===== config.mk =====
export PLATFORM = sky130hd
export DESIGN_NAME = csi_clock_select_rx_buffers
export DESIGN_NICKNAME = d
export VERILOG_FILES = /design/src/include/csi_pkg.sv /design/src/include/csi_stream_if.sv /design/src/csi_clock_select_rx_buffers.sv /design/src/csi_rx_fifo.sv
export SDC_FILE = /design/constraint.sdc
export NUM_CORES = 1
export LEC_CHECK = 0
export BUFFER_PORTS_ARGS = -buffer_cell sky130_fd_sc_hd__buf_2
export CAP_MARGIN = 10
export CORE_UTILIZATION = 56
export DETAILED_ROUTE_END_ITERATION = 8
export PLACE_DENSITY = 0.73
export RECOVER_POWER = 25
export SYNTH_ARGS = -nofsm -noshare
export SYNTH_HDL_FRONTEND = slang
export SYNTH_SLANG_ARGS = --single-unit

===== constraint.sdc =====
create_clock -name CORE_CLK -period 4.22 [get_ports CORE_CLK]
set_input_delay 0.844 -clock CORE_CLK [delete_from_list [all_inputs] [get_ports CORE_CLK]]
set_output_delay 0.844 -clock CORE_CLK [all_outputs]
set_load 0.02 [all_outputs]

===== src/include/csi_pkg.sv =====
// Purpose: constants and types of the serial clock select and receive buffer block
// Assumes: 32-bit classic Wishbone register bus, one aligned word per register
package csi_pkg;
	localparam logic [7:0] CSI_CTRL_ADDR = 8'h00;
	localparam logic [7:0] CSI_CLKSEL_ADDR = 8'h04;
	localparam logic [7:0] CSI_WORD_ADDR = 8'h08;
	localparam logic [7:0] CSI_LOW_ADDR = 8'h0c;
	localparam logic [7:0] CSI_MIRROR_ADDR = 8'h10;
	localparam int CSI_EN_BIT = 7;
	localparam int CSI_MODE_BIT = 6;
	localparam int CSI_WL_BIT = 5;
	localparam int CSI_REPEAT_BIT = 2;
	localparam int CSI_ACTIVE_BIT = 0;
	localparam logic [7:0] CSI_CTRL_RESET = 8'h00;
	localparam logic [2:0] CSI_CLKSEL_RESET = 3'h0;
	localparam logic [15:0] CSI_BUF_RESET = 16'h0000;
	localparam logic [2:0] CSI_CKS_BAUD = 3'h6;
	localparam logic [2:0] CSI_CKS_SLAVE = 3'h7;
	localparam logic [6:0] CSI_DIV_TOP = 7'h40;
	localparam logic [4:0] CSI_BITS_8 = 5'h08;
	localparam logic [4:0] CSI_BITS_16 = 5'h10;
	localparam int CSI_FIFO_DEPTH = 16;
	localparam int CSI_WORD_W = 16;
	typedef enum logic {ST_IDLE, ST_RUN} csi_state_t;
endpackage : csi_pkg


===== src/include/csi_stream_if.sv =====
// Purpose: valid/ready word stream between the receive engine, FIFO and buffer
// Assumes: one clock shared by both ends
// Notes: fill side pushes, drain side pops
interface csi_stream_if #(parameter int W = 16);
	logic in_valid;
	logic in_ready;
	logic [W-1:0] in_data;
	logic out_valid;
	logic out_ready;
	logic [W-1:0] out_data;
	modport fifo (input in_valid, output in_ready, input in_data,
		output out_valid, input out_ready, output out_data);
	modport user (output in_valid, input in_ready, output in_data,
		input out_valid, output out_ready, input out_data);
endinterface : csi_stream_if


===== src/csi_clock_select_rx_buffers.sv =====
// Purpose: serial clock selection, receive engine and receive buffer read path
// Assumes: pins synchronous to CORE_CLK; classic Wishbone slave, ack one cycle after request
// Notes: unit enable low holds the channel in clear
module csi_clock_select_rx_buffers
	import csi_pkg::*;
#(
	parameter int FIFO_DEPTH = CSI_FIFO_DEPTH
) (
	input wire logic CORE_CLK,
	input wire logic RESET,
	input wire logic WB_CYC_I,
	input wire logic WB_STB_I,
	input wire logic WB_WE_I,
	input wire logic [7:0] WB_ADR_I,
	input wire logic [3:0] WB_SEL_I,
	input wire logic [31:0] WB_DAT_I,
	output logic [31:0] WB_DAT_O,
	output logic WB_ACK_O,
	input wire logic BAUD_TICK,
	input wire logic SCK_IN,
	output logic SCK_OUT,
	output logic SCK_OE,
	input wire logic SI_IN,
	output logic SO_OUT
);
	logic ack_r;
	logic [31:0] dat_r;
	logic en_r;
	logic mode_r;
	logic wl_r;
	logic repeat_r;
	logic [2:0] cks_r;
	logic active_r;
	logic pend_r;
	csi_state_t state_r;
	logic [4:0] bit_r;
	logic [15:0] shift_r;
	logic sck_r;
	logic ext_q_r;
	logic ext_p_r;
	logic [6:0] div_r;
	logic push_r;
	logic [15:0] push_data_r;
	logic [15:0] rxbuf_r;
	logic full_r;

	csi_stream_if #(.W(CSI_WORD_W)) strm ();

	// bus decode
	wire req = WB_CYC_I && WB_STB_I && !ack_r;
	// writes land at the edge where the master samples ack high
	wire wr = WB_CYC_I && WB_STB_I && WB_WE_I && ack_r;
	wire rd = req && !WB_WE_I;
	wire hit_ctrl = (WB_ADR_I == CSI_CTRL_ADDR);
	wire hit_cks = (WB_ADR_I == CSI_CLKSEL_ADDR);
	wire word_sel_ok = (WB_SEL_I[1:0] == 2'h3);
	wire rd_word = rd && (WB_ADR_I == CSI_WORD_ADDR) && word_sel_ok;
	wire rd_low = rd && (WB_ADR_I == CSI_LOW_ADDR) && WB_SEL_I[0];
	wire rd_mirror = rd && (WB_ADR_I == CSI_MIRROR_ADDR) && word_sel_ok;
	wire clr = RESET || !en_r;
	wire rd_start = (rd_word || rd_low) && en_r && !mode_r;
	wire slave = (cks_r == CSI_CKS_SLAVE);
	wire [4:0] last_bit = wl_r ? CSI_BITS_16 : CSI_BITS_8;
	wire [7:0] ctrl_val = {en_r, mode_r, wl_r, 2'h0, repeat_r, 1'h0, active_r};

	// clock selection
	wire [6:0] div_mask = (CSI_DIV_TOP >> cks_r) - 7'h01;
	wire div_tick = &(div_r | ~div_mask);
	wire master_tick = (cks_r == CSI_CKS_BAUD) ? BAUD_TICK : div_tick;
	wire ext_rise = ext_q_r && !ext_p_r;
	wire run = (state_r == ST_RUN);
	wire samp = run && (slave ? ext_rise : (master_tick && !sck_r));
	wire fall = run && !slave && master_tick && sck_r;
	wire done = samp && ((bit_r + 5'h01) == last_bit);
	wire start = (state_r == ST_IDLE) && pend_r && strm.in_ready;

	logic [31:0] rd_mux;
	assign rd_mux = hit_ctrl ? {24'h0, ctrl_val} :
		hit_cks ? {29'h0, cks_r} :
		rd_word ? {16'h0, rxbuf_r} :
		rd_low ? {24'h0, rxbuf_r[7:0]} :
		rd_mirror ? {16'h0, rxbuf_r} : 32'h0;

	assign WB_ACK_O = ack_r;
	assign WB_DAT_O = dat_r;
	assign SCK_OUT = sck_r;
	assign SCK_OE = en_r && !slave;
	assign SO_OUT = 1'b0;

	always_ff @(posedge CORE_CLK) begin
		if (RESET) begin
			ack_r <= 1'b0;
			dat_r <= 32'h0;
		end else begin
			ack_r <= req;
			if (rd) dat_r <= rd_mux;
		end
	end

	// control and clock select; clock select only changes while disabled
	always_ff @(posedge CORE_CLK) begin
		if (RESET) begin
			en_r <= CSI_CTRL_RESET[CSI_EN_BIT];
			mode_r <= CSI_CTRL_RESET[CSI_MODE_BIT];
			wl_r <= CSI_CTRL_RESET[CSI_WL_BIT];
			repeat_r <= CSI_CTRL_RESET[CSI_REPEAT_BIT];
			cks_r <= CSI_CLKSEL_RESET;
		end else if (wr && WB_SEL_I[0]) begin
			if (hit_ctrl) begin
				en_r <= WB_DAT_I[CSI_EN_BIT];
				mode_r <= WB_DAT_I[CSI_MODE_BIT];
				wl_r <= WB_DAT_I[CSI_WL_BIT];
				repeat_r <= WB_DAT_I[CSI_REPEAT_BIT];
			end
			if (hit_cks && !en_r) cks_r <= WB_DAT_I[2:0];
		end
	end

	always_ff @(posedge CORE_CLK) begin
		if (RESET) begin
			div_r <= 7'h0;
			ext_q_r <= 1'b1;
			ext_p_r <= 1'b1;
		end else begin
			div_r <= div_r + 7'h01;
			ext_q_r <= SCK_IN;
			ext_p_r <= ext_q_r;
		end
	end

	// start requests: word and low view buffer reads in receive-only mode, or auto restart in repeat mode
	always_ff @(posedge CORE_CLK) begin
		if (clr) begin
			pend_r <= 1'b0;
		end else if (rd_start || (done && repeat_r)) begin
			pend_r <= 1'b1;
		end else if (start) begin
			pend_r <= 1'b0;
		end
	end

	// receive engine
	always_ff @(posedge CORE_CLK) begin
		if (clr) begin
			state_r <= ST_IDLE;
			active_r <= 1'b0;
			bit_r <= 5'h0;
			shift_r <= CSI_BUF_RESET;
			sck_r <= 1'b1;
			push_r <= 1'b0;
			push_data_r <= CSI_BUF_RESET;
		end else begin
			push_r <= 1'b0;
			case (state_r)
				ST_IDLE: begin
					sck_r <= 1'b1;
					if (start) begin
						state_r <= ST_RUN;
						active_r <= 1'b1;
						bit_r <= 5'h0;
					end
				end
				ST_RUN: begin
					if (fall) sck_r <= 1'b0;
					if (samp) begin
						sck_r <= 1'b1;
						shift_r <= {shift_r[14:0], SI_IN};
						bit_r <= bit_r + 5'h01;
					end
					if (done) begin
						state_r <= ST_IDLE;
						active_r <= 1'b0;
						push_r <= 1'b1;
						push_data_r <= wl_r ? {shift_r[14:0], SI_IN} :
							{8'h00, shift_r[6:0], SI_IN};
					end
				end
				default: state_r <= ST_IDLE;
			endcase
		end
	end

	assign strm.in_valid = push_r;
	assign strm.in_data = push_data_r;
	assign strm.out_ready = !full_r;

	csi_rx_fifo #(.W(CSI_WORD_W), .DEPTH(FIFO_DEPTH)) u_fifo (
		.clk(CORE_CLK),
		.clr(clr),
		.s(strm)
	);

	// receive buffer, loaded from the FIFO once the previous word was read through the word or low view
	always_ff @(posedge CORE_CLK) begin
		if (clr) begin
			rxbuf_r <= CSI_BUF_RESET;
			full_r <= 1'b0;
		end else if (strm.out_valid && !full_r) begin
			rxbuf_r <= strm.out_data;
			full_r <= 1'b1;
		end else if (rd_word || rd_low) begin
			full_r <= 1'b0;
		end
	end

	clk_div_a: assert property (@(posedge CORE_CLK) disable iff (RESET)
		(en_r && cks_r == 3'h5 && div_tick) |-> ##2 div_tick)
		else $error("divide by 4 half period wrong");
	word_start_a: assert property (@(posedge CORE_CLK) disable iff (clr)
		(rd_word && !mode_r) |=> (pend_r || active_r))
		else $error("word read did not start reception");
	low_start_a: assert property (@(posedge CORE_CLK) disable iff (clr)
		(rd_low && !mode_r) |=> (pend_r || active_r))
		else $error("low view read did not start reception");
	buf_clear_a: assert property (@(posedge CORE_CLK) disable iff (RESET)
		$fell(en_r) |=> (rxbuf_r == CSI_BUF_RESET && !active_r))
		else $error("buffer not cleared on disable");
	low_view_a: assert property (@(posedge CORE_CLK) disable iff (RESET)
		rd_low |=> (WB_DAT_O == {24'h0, $past(rxbuf_r[7:0])}))
		else $error("low view data mismatch");
	mirror_data_a: assert property (@(posedge CORE_CLK) disable iff (RESET)
		rd_mirror |=> (WB_DAT_O == {16'h0, $past(rxbuf_r)} && WB_ACK_O))
		else $error("mirror data mismatch");
	mirror_nostart_a: assert property (@(posedge CORE_CLK) disable iff (clr)
		(rd_mirror && !pend_r && !active_r && !done) |=> !pend_r)
		else $error("mirror read started reception");
	byte_len_a: assert property (@(posedge CORE_CLK) disable iff (clr)
		(done && !wl_r) |=> (push_r && push_data_r[15:8] == 8'h00))
		else $error("8-bit word carries upper byte");
	active_end_a: assert property (@(posedge CORE_CLK) disable iff (clr)
		done |=> (!active_r && push_r))
		else $error("active flag not cleared after last bit");
endmodule : csi_clock_select_rx_buffers


===== src/csi_rx_fifo.sv =====
// Purpose: flip-flop FIFO for received words
// Assumes: synchronous active-high clear
// Notes: full and empty come from an occupancy count
module csi_rx_fifo #(
	parameter int W = 16,
	parameter int DEPTH = 16
) (
	input wire logic clk,
	input wire logic clr,
	csi_stream_if.fifo s
);
	localparam int AW = $clog2(DEPTH);
	logic [W-1:0] mem_r [DEPTH];
	logic [AW-1:0] wr_r;
	logic [AW-1:0] rd_r;
	logic [AW:0] cnt_r;
	wire push = s.in_valid && s.in_ready;
	wire pop = s.out_valid && s.out_ready;
	assign s.in_ready = (cnt_r != (AW+1)'(DEPTH));
	assign s.out_valid = (cnt_r != '0);
	assign s.out_data = mem_r[rd_r];
	always_ff @(posedge clk) begin
		if (push) begin
			mem_r[wr_r] <= s.in_data;
		end
	end
	always_ff @(posedge clk) begin
		if (clr) begin
			wr_r <= '0;
			rd_r <= '0;
			cnt_r <= '0;
		end else begin
			if (push) wr_r <= wr_r + AW'(1);
			if (pop) rd_r <= rd_r + AW'(1);
			cnt_r <= cnt_r + (AW+1)'(push) - (AW+1)'(pop);
		end
	end
	fifo_bound_a: assert property (@(posedge clk) disable iff (clr)
		cnt_r == (AW+1)'(DEPTH) |-> !s.in_ready)
		else $error("fifo accepts while full");
endmodule : csi_rx_fifo

==> run summary <==
Sw Share = 19.38%
Die H = 161.9 um
share of cells above drive strength 1 = 22.98%
Ant. Diodes = 0
largest net degree at the start of global routing = 39
Lkg Pwr = 4.507 nW
Clock Skew = 14.78 ps
TritonRoute pass-1 iters = 7
sequential-to-total area share from yosys stat = 68.25%
DR WL/cell = 22.03 um
asr flop ratio synth = 0%
Slew Limit Headroom = 22.77%
H-tree levels = 2
Final GP Congestion = 0.8089
CTS resizes = 0
Worst Reg-to-Reg Cells = 10
clock sinks = 360
met2 WL = 14190 um
Hold Fails Final Rpt = 0
area leader, netlist = edfxtp_1
wl on met1 = 12580 um
GR Overflow Total = 0
Max-Cap Viols = 0
CTS buffer count = 36
Synth top area share = 53.70%
Vias = 7896
area delta synth->final = 12.11%
Reg-to-Reg Start = cks_r[1]
met3 wire length = 1624 um
global-route wire length before repair = 44730 um
Main synth FF type = edfxtp_1
Highest Signal Layer = met4
Setup TNS Final = 0 ps
1st-iter DRT viols = 749
Detailed Place HPWL = 17370 um
switching pwr = 1.342 mW
R2R Path End = shift_r[9]
cell depth of the worst setup path = 10
number of synthesized flops with an enable pin = 256
Final setup violation count = 0
worst skew pair latency = 520 ps
hold path depth = 1
DRC viols = 0
core area = 25110 sq um
Chip Width = 161.9 um
Pwr Density = 431.5 nW/um^2
Worst Path Required = 4660 ps
Worst VDD drop = 0.0003115 V
final core utilization = 63.91%
Initial Util = 57.01%
Buf/Inv on CP = 1
via/cell ratio = 5.932
Synth Register Bits = 360
die area = 26210 sq um
Max stage delay on crit path = 720 ps
Hold Buf Count CTS = 0
CP max-delay cell = o41a_1
crit path cell chain = nor2b_4 -> nand2_1 -> ha_1 -> or4_1 -> o311a_1 -> o22ai_2 -> o41a_1 -> buf_4 -> nand2_1 -> a21oi_1
TritonCTS clock tree = done
Worst setup endpoint = shift_r[9]
Worst setup SP type = register
root buffer cell = clkbuf_16
worst setup path start = cks_r[1]
top post-synthesis cells by area = edfxtp_1 54%, dfxtp_1 15%, mux4_2 13%, nand2_1 2.4%, a21oi_1 2.0%
Final Cycle Share = 78.03%
final wirelength = 29320 um
Avg Cell Area, Syn = 15.51 sq um
multi-input combinational cell area = 4220 sq um
Clock Path Buffers = 3
number of global-route vias before repair = 7726
status = finished, final reports clean
crit end category = register
Power Internal = 5.582 mW
CP top delay family = compound AO/OA/AOI/OAI gates
distinct cell type count after synthesis = 59
Logic pwr share = 0.9%
Worst EP arrival = 3730 ps
Worst-Margin Slew = 1157 ps
fmax = 303.7 MHz
worst reg2reg setup slack = 930 ps
IO Port Bufs = 42
Seq pwr share = 54.1%
number of fill cells = 1730
min-delay worst type = reg2reg
minimum clock period = 3293 ps
initial antenna violation count = 0
postcts setup bufs = 0
critical path type = reg2reg
cell mode on critical path = nand2_1
RSZ-0062 raised after global routing = no
register area = 9774 sq um
CTS clk-pin slew, worst paths = 60 ps
fin. max-slew vios = 0
row count = 58
Antenna Nets Post-Route = 0
Synth Instances = 923
# IOs = 88
share of total power in the clock network = 45.0%
Syn. warnings = 0
mapped cell area = 14310 sq um
fin nets = 1042
GRT Total Usage = 23.08%
Crit Path Max Fanout = 21
worst reg2reg max path, cell delays in order (launching register included):
cell     delay (ps)
dfxtp_1         590
nor2b_4         250
nand2_1          70
ha_1            260
or4_1           410
o311a_1         150
o22ai_2         280
o41a_1          720
buf_4           290
nand2_1          80
a21oi_1         120
through the flow:
step	area, sq um	instances	hold WS (ps)	setup slack (ps)	total power, mW
after global placement	14890	1265	425.5	1033	3.880
final	16050	1331	444.7	927.1	6.924
after CTS	16050	1331	445.0	962.0	6.964
after detailed placement	14890	1265	431.1	982.6	3.881
after floorplan	14380	939	418.2	1339	3.873
after global routing	16050	1331	465.5	636.4	7.106
worst min path at each step:
| stage | startpoint | end |
|---|---|---|
| floorplan | ext_q_r | ext_p_r |
| global placement | ext_q_r | ext_p_r |
| detailed placement | ext_q_r | ext_p_r |
| CTS | ext_q_r | ext_p_r |
| global route | ext_q_r | ext_p_r |
| finish | ext_q_r | ext_p_r |
cell type report:
type,count,share of cell area (%)
Clock inverter,19,1.123
Timing Repair Buffer,67,2.635
Inverter,17,0.3976
Multi-Input combinational cell,491,26.30
Clock buffer,47,6.066
Sequential cell,360,60.91
Tap cell,330,2.573
synthesized netlist by cell type, types with 12 or more instances:
| cell type | n |
|---|---|
| buf_4 | 22 |
| dfxtp_1 | 104 |
| a21oi_1 | 56 |
| inv_1 | 17 |
| mux2i_1 | 13 |
| nor3_1 | 12 |
| o21ai_0 | 12 |
| clkbuf_1 | 32 |
| ha_1 | 16 |
| edfxtp_1 | 256 |
| nand2_1 | 92 |
| nand3_1 | 34 |
| nor2_1 | 59 |
| mux4_2 | 80 |
layer usage:
layer | global-route usage [%] | vias to the layer above
met5 | 0 | -
met4 | 9.048 | 0
met3 | 3.141 | 58
met2 | 37.30 | 296
met1 | 32.10 | 3969
li1 | - | 3573
state kept, by name, summed over array words and instances (netlist names), 3 cells and up:
name,count
u_fifo.mem_r,256
WB_DAT_O,16
push_data_r,16
rxbuf_r,16
shift_r,15
div_r,7
bit_r,5
u_fifo.cnt_r,5
u_fifo.rd_r,4
u_fifo.wr_r,4
cks_r,3
power by group through the flow:
stage	clock network [mW]	registers [mW]	logic, mW
detailed placement	0	3.82	0.0595
global placement	0	3.82	0.0587
CTS	3.16	3.75	0.0605
global route	3.30	3.74	0.0664
finish	3.12	3.75	0.0605
floorplan	0	3.83	0.0472
cells by family (layout without fill, tap and decap cells):
kind of cell | count (synthesis) | in the layout | share of synthesized area, %
compound gates | 103 | 103 | 4.432
buf+inv | 88 | 150 | 3.138
simple gates | 240 | 240 | 7.805
other cells | 1 | 17 | 0.02620
xor+xnor | 19 | 19 | 1.162
mux | 95 | 95 | 13.65
flops | 360 | 360 | 68.25
fa+ha+maj | 17 | 17 | 1.538
cells in the final DEF, fill, tap and decap left out, types with 8 or more instances in the layout:
cell	instances
o21ai_0	12
mux2i_1	13
a21oi_1	56
conb_1	17
nor2_1	47
a22oi_1	10
buf_4	23
dfxtp_1	102
xor2_1	10
clkbuf_1	9
buf_2	42
ha_1	16
nor2_2	12
mux4_2	80
clkbuf_16	37
nor3_1	8
nand3_1	34
nand2_1	92
edfxtp_1	256
xnor2_1	9
inv_1	17
No activity file was read; power rests on OpenSTA's default activity.
